`config.mk`:
```
export PLATFORM = sky130hd
export DESIGN_NAME = input_reference_select_control
export DESIGN_NICKNAME = d
export VERILOG_FILES = /design/src/include/ref_select_pkg.sv /design/src/input_reference_select_control.sv
export SDC_FILE = /design/constraint.sdc
export NUM_CORES = 1
export LEC_CHECK = 0
export BUFFER_PORTS_ARGS = -buffer_cell sky130_fd_sc_hd__clkbuf_2
export CAP_MARGIN = 10
export CORE_UTILIZATION = 50
export CTS_BUF_LIST = sky130_fd_sc_hd__clkbuf_2 sky130_fd_sc_hd__clkbuf_4 sky130_fd_sc_hd__clkbuf_8
export DETAILED_ROUTE_END_ITERATION = 8
export PLACE_DENSITY = 0.79
export SYNTH_ARGS = -nofsm -noshare
export SYNTH_HDL_FRONTEND = slang
export SYNTH_SLANG_ARGS = --single-unit
export TNS_END_PERCENT = 20
```
`constraint.sdc`:
```
create_clock -name sys_clk -period 2.3 [get_ports sys_clk]
set_input_delay 0.46 -clock sys_clk [delete_from_list [all_inputs] [get_ports sys_clk]]
set_output_delay 0.46 -clock sys_clk [all_outputs]
set_load 0.005 [all_outputs]
```
`src/include/ref_select_pkg.sv`:
```
// Package: register map, field layout and encodings for reference selection
package ref_select_pkg;

	// Register offsets
	localparam logic [7:0] OFF_MON_SEL = 8'h20;
	localparam logic [7:0] OFF_MODE = 8'h21;
	localparam logic [7:0] OFF_HOLDOFF = 8'h22;
	localparam logic [7:0] OFF_PRESCALE = 8'h23;

	// Field positions in monitor_and_select_config
	localparam int MON_DIV_LSB = 3;
	localparam int IDLE_GATE_BIT = 2;
	localparam int HO_DIS_BIT = 1;
	localparam int SRC_BIT = 0;

	// Field positions in selection_mode_config
	localparam int REVERT_BIT = 4;
	localparam int MODE_LSB = 2;
	localparam int INT_SEL_BIT = 0;

	// Writable bit masks (reserved bits read zero)
	localparam logic [7:0] MASK_MON_SEL = 8'hFF;
	localparam logic [7:0] MASK_MODE = 8'h1D;
	localparam logic [7:0] MASK_HOLDOFF = 8'hFF;
	localparam logic [7:0] MASK_PRESCALE = 8'hC3;

	// Reset values
	localparam logic [7:0] RST_MON_SEL = 8'h00;
	localparam logic [7:0] RST_MODE = 8'h00;
	localparam logic [7:0] RST_HOLDOFF = 8'h80;
	localparam logic [7:0] RST_PRESCALE = 8'h00;

	// Selection mode encodings
	typedef enum logic [1:0] {
		MODE_MANUAL = 2'h0,
		MODE_AUTO = 2'h1,
		MODE_SHORT_HOLD = 2'h2,
		MODE_AUTO_HOLD = 2'h3
	} sel_mode_t;

	// Register access request
	typedef struct packed {
		logic wr;
		logic rd;
		logic [7:0] addr;
		logic [7:0] wdata;
	} reg_req_t;

	// Decoded configuration handed to the selection logic
	typedef struct packed {
		logic [4:0] mon_div;
		logic idle_gate;
		logic ho_disable;
		logic src_reg;
		logic revert;
		sel_mode_t mode;
		logic int_sel;
	} sel_cfg_t;

endpackage : ref_select_pkg

```
`src/input_reference_select_control.sv`:
```
// Input reference selection, gating and monitor prescaler control
//
// Contract
// - monitor compares inputs against divided oscillator
// - divider field: base ratio times power two
// - gate bit blocks the unselected input
// - holdover on manual switch, mode ignored
// - disable bit set: mode field governs
// - source bit zero: pin picks input
// - source bit one: register bit picks
// - mode field encodings, automatic uses state machine
// - select bit picks reference or primary
`timescale 1ns/1ps

module input_reference_select_control (
	input wire logic sys_clk,
	input wire logic rst,
	input ref_select_pkg::reg_req_t reg_req,
	output logic [7:0] reg_rdata,
	output logic reg_rvalid,
	input wire logic pin_input_pick,
	input wire logic auto_pick,
	input wire logic ref_input_0,
	input wire logic ref_input_1,
	output logic ref_input_0_gated,
	output logic ref_input_1_gated,
	output logic selected_input,
	output logic holdover_active,
	output logic [5:0] monitor_div_ratio,
	output logic monitor_tick,
	output ref_select_pkg::sel_cfg_t sel_cfg,
	output logic [7:0] holdoff_count,
	output logic [1:0] holdoff_prescale,
	output logic [1:0] holdoff_aux
);

	////////////////////////////////////////////////////////////////////////
	// Helpers

	// Decode divider field into ratio: base from top three, shift by low two
	function automatic logic [5:0] div_ratio(input logic [4:0] f);
		logic [2:0] base;
		base = f[4] ? (3'h2 + {1'b0, f[3:2]}) : 3'h1;
		div_ratio = 6'({3'h0, base} << f[1:0]);
	endfunction : div_ratio

	////////////////////////////////////////////////////////////////////////
	// Register file

	logic [7:0] mon_sel_q; // Monitor divider and selection control
	logic [7:0] mode_q; // Mode, revert and internal select
	logic [7:0] holdoff_q; // Hold-off count
	logic [7:0] prescale_q; // Hold-off prescale
	logic [7:0] rdata_d; // Read mux result

	// Address hits
	wire hit_mon = reg_req.addr == ref_select_pkg::OFF_MON_SEL;
	wire hit_mode = reg_req.addr == ref_select_pkg::OFF_MODE;
	wire hit_hold = reg_req.addr == ref_select_pkg::OFF_HOLDOFF;
	wire hit_pre = reg_req.addr == ref_select_pkg::OFF_PRESCALE;
	wire [7:0] wmasked_mode = reg_req.wdata & ref_select_pkg::MASK_MODE;
	wire [7:0] wmasked_pre = reg_req.wdata & ref_select_pkg::MASK_PRESCALE;

	// Register writes; reserved bits never stored so they read zero
	always_ff @(posedge sys_clk) begin
		if (rst) begin
			mon_sel_q <= ref_select_pkg::RST_MON_SEL;
			mode_q <= ref_select_pkg::RST_MODE;
			holdoff_q <= ref_select_pkg::RST_HOLDOFF;
			prescale_q <= ref_select_pkg::RST_PRESCALE;
		end else if (reg_req.wr) begin
			if (hit_mon) mon_sel_q <= reg_req.wdata;
			if (hit_mode) mode_q <= wmasked_mode;
			if (hit_hold) holdoff_q <= reg_req.wdata;
			if (hit_pre) prescale_q <= wmasked_pre;
		end
	end

	// Read mux; unmapped offsets read zero
	assign rdata_d = hit_mon ? mon_sel_q :
		hit_mode ? mode_q :
		hit_hold ? holdoff_q :
		hit_pre ? prescale_q : 8'h00;

	// Registered read data, valid one cycle after the read strobe
	always_ff @(posedge sys_clk) begin
		if (rst) begin
			reg_rdata <= 8'h00;
			reg_rvalid <= 1'b0;
		end else begin
			reg_rvalid <= reg_req.rd;
			if (reg_req.rd) reg_rdata <= rdata_d;
		end
	end

	////////////////////////////////////////////////////////////////////////
	// Field decode

	assign sel_cfg.mon_div = mon_sel_q[ref_select_pkg::MON_DIV_LSB +: 5];
	assign sel_cfg.idle_gate = mon_sel_q[ref_select_pkg::IDLE_GATE_BIT];
	assign sel_cfg.ho_disable = mon_sel_q[ref_select_pkg::HO_DIS_BIT];
	assign sel_cfg.src_reg = mon_sel_q[ref_select_pkg::SRC_BIT];
	assign sel_cfg.revert = mode_q[ref_select_pkg::REVERT_BIT];
	assign sel_cfg.mode =
		ref_select_pkg::sel_mode_t'(mode_q[ref_select_pkg::MODE_LSB +: 2]);
	assign sel_cfg.int_sel = mode_q[ref_select_pkg::INT_SEL_BIT];
	assign holdoff_count = holdoff_q;
	assign holdoff_prescale = prescale_q[7:6];
	assign holdoff_aux = prescale_q[1:0];

	////////////////////////////////////////////////////////////////////////
	// Monitor prescaler

	logic [5:0] div_cnt_q; // Oscillator cycles in current period
	logic tick_q; // One pulse per divided period
	wire [5:0] ratio = div_ratio(sel_cfg.mon_div);

	assign monitor_div_ratio = ratio;

	// divided oscillator reference tick
	// Counter restarts if ratio shrinks below it, so no long wrap
	always_ff @(posedge sys_clk) begin
		if (rst) begin
			div_cnt_q <= 6'h00;
			tick_q <= 1'b0;
		end else if (div_cnt_q >= ratio - 6'h01) begin
			div_cnt_q <= 6'h00;
			tick_q <= 1'b1;
		end else begin
			div_cnt_q <= div_cnt_q + 6'h01;
			tick_q <= 1'b0;
		end
	end
	assign monitor_tick = tick_q;

	////////////////////////////////////////////////////////////////////////
	// Reference selection

	logic sel_q; // Active reference input
	logic manual_pick; // Pin or register choice
	logic auto_mode; // Automatic mode in force
	logic hold_q; // Holdover flag
	logic sel_d;
	logic hold_d;

	// pin picks when source bit clear
	// register bit picks when source bit set
	assign manual_pick = sel_cfg.src_reg ? sel_cfg.int_sel : pin_input_pick;

	// mode field ignored while disable bit clear
	assign auto_mode = sel_cfg.ho_disable & sel_cfg.mode[0];

	// Next selection and holdover state
	always_comb begin
		sel_d = sel_q;
		hold_d = hold_q;
		if (auto_mode) begin
			// state machine picks, primary via select bit
			sel_d = auto_pick;
			hold_d = 1'b0;
		end else if (manual_pick != sel_q) begin
			sel_d = manual_pick;
			// short-term holdover code holds, plain manual not
			hold_d = !sel_cfg.ho_disable ||
				(sel_cfg.mode == ref_select_pkg::MODE_SHORT_HOLD);
		end else if (sel_cfg.ho_disable &&
			sel_cfg.mode == ref_select_pkg::MODE_MANUAL) begin
			hold_d = 1'b0;
		end
	end

	// Selection registers; holdover is released only by automatic mode or by mode 00 with the disable bit set
	always_ff @(posedge sys_clk) begin
		if (rst) begin
			sel_q <= 1'b0;
			hold_q <= 1'b0;
		end else begin
			sel_q <= sel_d;
			hold_q <= hold_d;
		end
	end
	assign selected_input = sel_q;
	assign holdover_active = hold_q;

	////////////////////////////////////////////////////////////////////////
	// Idle input gating

	// block the unselected input
	// Plain AND gating; glitch-free clock gating is the pad cell's job
	assign ref_input_0_gated = ref_input_0 & ~(sel_cfg.idle_gate & sel_q);
	assign ref_input_1_gated = ref_input_1 & ~(sel_cfg.idle_gate & ~sel_q);

endmodule : input_reference_select_control

```
==> results of run 1 <==
[final timing paths]
| check | startpoint | cells past startpoint | end | slack, ns |
|---|---|---|---|---|
| worst min-delay path | rst | 2 | reg_rvalid | 0.36 |
| worst max-delay path | mon_sel_q[4] | 9 | monitor_tick | 0.25 |
| worst min register to register | reg_rdata[0] | 2 | reg_rdata[0] | 0.47 |
| worst max register to register | mon_sel_q[4] | 9 | monitor_tick | 0.25 |
[area by class of cell]
| cell class | count | area, sq um |
|---|---|---|
| clock buffer | 7 | 83.8 |
| fill | 360 | 1440 |
| inverter | 12 | 45.0 |
| multi-input combinational | 162 | 1130 |
| sequential | 42 | 845 |
| tap | 50 | 62.6 |
| timing repair buffer | 72 | 373 |
[cell families (layout without fill, tap and decap cells)]
logic type / after synthesis / count (layout) / share of synthesized area
AOI/OAI and AO/OA: 35 / 35 / 0.114
DFF: 42 / 42 / 0.407
muxes: 33 / 33 / 0.166
buffers and inverters: 26 / 91 / 0.0484
adders and majority gates: 7 / 7 / 0.0423
xor gates and xnor gates: 8 / 8 / 0.0339
and+or+nand+nor: 79 / 79 / 0.189
[synth_stat cells, drive strengths merged (2+ instances only)]
cell type,number,share of area
xor2,3,0.013
nand4,5,0.021
a211oi,2,0.0073
o21ai,4,0.0097
xnor2,5,0.021
o32ai,7,0.030
dfxtp,42,0.41
buf,2,0.0048
inv,12,0.022
nand3,5,0.012
clkbuf,12,0.022
nor2,39,0.071
a22oi,2,0.0073
nand2,9,0.016
mux2i,32,0.15
nand2b,6,0.018
nor2b,5,0.015
a21boi,2,0.0073
a21oi,11,0.027
a21o,2,0.0073
ha,7,0.042
nor3,6,0.015
[per-stage QoR]
step	power, W	cells	worst slack [ns]	hold WS, ns
2_1_floorplan	0.000793	230	0.279	0.457
3_3_place_gp	0.000832	338	0.211	0.462
3_5_place_dp	0.000833	338	0.146	0.468
4_1_cts	0.00129	345	0.116	0.353
5_1_grt	0.00132	345	0.0196	0.366
6_report	0.00128	345	0.254	0.355
[per-layer routing]
layer | vias to the layer above | routed length [microns]
li1 | 935 | -
met1 | 831 | 2250
met2 | 48 | 2160
met3 | 5 | 207
met4 | 0 | 38
met5 | - | 0
[sequential cells by signal, indices dropped and copies added (netlist names), 4 cells and up]
register,cells
reg_rdata,8
mode_q,4
prescale_q,4
mon_sel_q,8
holdoff_count,8
div_cnt_q,6
[repair_timing]
| action | CTS | global route |
|---|---|---|
| setup endpoints to repair | 0 | 6 |
| setup buffers | 0 | 0 |
| resized for setup | 0 | 3 |
| hold buffers | 0 | 0 |
[where the power goes]
part / internal, W / switching [W]
Combinational: 0.0000342 / 0.0000470
Sequential: 0.000732 / 0.00000293
Clock: 0.000232 / 0.000229
==> impl_metrics.toml, run 1 <==
[timing]
worst_pin_slew_ns = 0.457
fin_crit_ns = 2.05
rsz0062_at_grt = "false"
setup-tns-final_ns = 0
relSlewSlack = 0.693
setup_violations = 0
finalHoldViolCount = 0
maxClockFrequency_mhz = 489
finalClockSkew_ns = 0.00592
drv_slew = 0
period_share = 0.889

[synthesis]
async_flop_share = 0
ys_seq_area_frac = 0.407
synth-edff-count = 0
avgSynthCellArea_sq_um = 8.99
ys_ff_latch = 42
ys.flop_type = "dfxtp_1"
yosys_warnings = 0
synth_fp_nets = 261
netlist_area_sq_um = 2070
synth_cell_types = 34
synthCells = 230

[route]
drtIter0Drc = 113
drc = 2
wl_per_cell_microns = 13.5
antenna_left = 0
viasPerCell = 5.27
vias = 1819
routed_wl_microns = 4650
drt_pass1_iterations = 6

[floorplanning]
die_h_microns = 66.3
initial_core_util = 0.521
dieArea_sq_um = 4400
core_area_sq_um = 3970
row_count = 23
die_w_microns = 66.3
ios = 68

[clocking]
cts_tree = "built"
clock_latency_ns = 0.29
clkSlewWorstSetupHoldPaths_ns = 0.07
clock-sinks = 42
cts-buffers-inserted = 5
cts_max_level = 2
root_buffer = "clkbuf_8"
clock_path_buffers = 2

[job]
maxCapViolCount = 0

[setup_path]
crit_fanout = 7
crit_arrival_ns = 2.21
path_class = "reg2reg"
cp_num_buf_inv = 1
worstPathCellList = "inv_1 -> nand3_1 -> o21ai_0 -> a22oi_1 -> ha_1 -> a21o_1 -> a31oi_1 -> o21ai_1 -> nor2b_1"
slowest_stage = "dfxtp_1"
crit_family = "compound AO/OA/AOI/OAI gates"
critPathRequiredTime_ns = 2.47
critPathMaxStageDelay_ns = 0.47
start_kind = "flip-flop"
end_kind = "flip-flop"

[power]
power_density_nw_per_um2 = 504
p_leak_nw = 1.25
vdd_drop_max_uv = 503

[place]
hpwlAfterDp_microns = 3480
gp_congestion = 0.782
port_buffers = 67
dpl_cell_area_sq_um = 2450

[finish]
nets = 326
final_common_cell = "clkbuf_2"
antennaDiodeCount = 0
area_growth_pct = 22.6
final_cell_mix = "clkbuf_2 (67), nor2_1 (39), dfxtp_1 (39)"
final_util = 0.639
postLayoutCellArea_sq_um = 2540
drive_gt1_frac = 0.292

[global_routing]
grt_pass1_wl_microns = 7360
grt-ovfl-total = 0
grt.busiest_layer = "met2"
grt_max_degree = 43
grt_antenna_before_repair = 0
met3_usage = 0.0483
first_global_vias = 1630
grt_use_met1 = 0.309
grtUsageMet2 = 0.335
track_usage = 0.221

[outcome]
violations = "DRC"
status = "finished, violations left"

[hold_path]
hp-class = "in2reg"
No activity file was read; power rests on OpenSTA's default activity.
==> run 2: changes to the inputs <==
--- a/config.mk
+++ b/config.mk
@@ -7,10 +7,12 @@
 export LEC_CHECK = 0
 export BUFFER_PORTS_ARGS = -buffer_cell sky130_fd_sc_hd__clkbuf_2
 export CAP_MARGIN = 10
-export CORE_UTILIZATION = 50
+export CELL_PAD_IN_SITES_DETAIL_PLACEMENT = 0
+export CELL_PAD_IN_SITES_GLOBAL_PLACEMENT = 1
+export CORE_UTILIZATION = 38
 export CTS_BUF_LIST = sky130_fd_sc_hd__clkbuf_2 sky130_fd_sc_hd__clkbuf_4 sky130_fd_sc_hd__clkbuf_8
 export DETAILED_ROUTE_END_ITERATION = 8
-export PLACE_DENSITY = 0.79
+export PLACE_DENSITY = 0.78
 export SYNTH_ARGS = -nofsm -noshare
 export SYNTH_HDL_FRONTEND = slang
 export SYNTH_SLANG_ARGS = --single-unit
==> impl_metrics.toml, run 2 (synthesis results as in run 1) <==
[outcome]
status = "complete, no violations"

[hold_path]
worstHoldStart = "reg_req[5]"
whs_path_depth = 3
hp-class = "in2reg"
hold-path-endpoint = "holdoff_count[5]"

[finish]
area_growth_pct = 24.5
drive_gt1_frac = 0.296
antennaDiodeCount = 0
final_common_cell = "clkbuf_2"
nets = 327
n_fill_cell = 513
final_cell_mix = "clkbuf_2 (67), nor2_1 (39), dfxtp_1 (39)"

[setup_path]
critPathRequiredTime_ns = 2.51
end_kind = "flip-flop"
worstPathCellList = "nand2b_1 -> nand2b_1 -> nand2b_1 -> ha_1 -> nand2b_1 -> a31oi_1 -> o21ai_1 -> nor3b_1"
reg2reg_depth = 8
cp_num_buf_inv = 0
crit_arrival_ns = 2.19
crit_fanout = 10
start_kind = "flip-flop"
crit_top_cell = "nand2b_1"
path_class = "reg2reg"
r2r_end = "div_cnt_q[1]"
crit_family = "simple AND/OR/NAND/NOR gates"
reg2reg_from = "mon_sel_q[5]"
slowest_stage = "dfxtp_2"
rrSetupSlack_ns = 0.31
critPathMaxStageDelay_ns = 0.44
crit_cells = 8

[clocking]
clock-sinks = 42
cts_max_level = 2
clkSlewWorstSetupHoldPaths_ns = 0.08
cts_tree = "built"
cts-buffers-inserted = 5
clock_latency_ns = 0.29
hold_buffers = 0
clock_path_buffers = 2
root_buffer = "clkbuf_8"

[timing]
rsz0062_at_grt = "false"
relSlewSlack = 0.680
maxClockFrequency_mhz = 504
drv_slew = 0
period_share = 0.863
setup_violations = 0
setup-tns-final_ns = 0
finalClockSkew_ns = 0.0104
fin_crit_ns = 1.99
finalHoldViolCount = 0
worst_pin_slew_ns = 0.478

[floorplanning]
die_h_microns = 75.8
ios = 68
initial_core_util = 0.400
dieArea_sq_um = 5740
core_area_sq_um = 5170
die_w_microns = 75.8
row_count = 26

[route]
drt_pass1_iterations = 4
antenna_left = 0
vias = 1803
routed_wl_microns = 4740
viasPerCell = 4.91
drtIter0Drc = 88
wl_per_cell_microns = 12.9
drc = 0

[place]
gp_congestion = 0.804
hpwlAfterDp_microns = 3640
port_buffers = 67

[power]
p_leak_nw = 1.26
power_density_nw_per_um2 = 501
vdd_drop_max_uv = 334
power_w = 0.00129

[global_routing]
grt_antenna_before_repair = 0
grt_max_degree = 26
track_usage = 0.176
first_global_vias = 1559
grt_pass1_wl_microns = 7580
grt-ovfl-total = 0

[job]
maxCapViolCount = 0
[run 2: changes by cell type in the layout (fill, tap and decap cells not counted)]
cell,previous run,this run
clkinv_2,0,1
clkinv_4,0,1
clkbuf_4,2,1
buf_4,5,6
[run 2: worst max path at each step]
| stage | to | from | slack, ns |
|---|---|---|---|
| floorplan | monitor_tick | mon_sel_q[6] | 0.28 |
| global placement | monitor_tick | mon_sel_q[6] | 0.20 |
| detailed placement | div_cnt_q[3] | mon_sel_q[6] | 0.20 |
| CTS | div_cnt_q[3] | mon_sel_q[6] | 0.16 |
| global route | div_cnt_q[5] | mon_sel_q[4] | 0.06 |
| finish | div_cnt_q[1] | mon_sel_q[5] | 0.31 |
[run 2: routing by layer]
layer	GRT usage	up-vias	part of all wire
met2	0.275	42	0.45
met4	0.0494	0	0.0091
li1	-	930	-
met1	0.241	824	0.49
met3	0.0410	7	0.050
met5	0	-	0
[run 2: worst min-delay path: stages]
cell and delay (ns):
clkbuf_2 0.09, mux2i_1 0.06, nor2_1 0.08
[run 2: power breakdown]
group          switching (W)  internal, W  leakage, nW
sequential        0.00000299     0.000731        0.341
combinational      0.0000475    0.0000332        0.872
clock               0.000248     0.000226       0.0486
total               0.000299     0.000991         1.26
[run 2: layout make-up]
type / instances / area (sq um) / area share
sequential: 42 / 845 / 0.328
clock inverter: 2 / 13.8 / 0.00534
multi-input combinational: 162 / 1130 / 0.438
tap: 70 / 87.6 / 0.0340
timing repair buffer: 73 / 380 / 0.148
clock buffer: 6 / 76.3 / 0.0296
inverter: 12 / 45.0 / 0.0175
[run 2: through the flow]
stage	utilization	cells	hold WS, ns	setup slack [ns]	area [sq um]
2_1_floorplan	-	230	0.457	0.279	2070
3_3_place_gp	0.480	359	0.465	0.201	2480
3_5_place_dp	0.480	359	0.468	0.197	2480
4_1_cts	0.497	367	0.410	0.164	2570
5_1_grt	0.498	367	0.434	0.0555	2570
6_report	0.498	367	0.425	0.314	2570
[run 2: what timing repair did]
action | CTS | global route
gates resized for setup | 0 | 3
buffers inserted | 0 | 0
setup endpoints to repair | 0 | 7
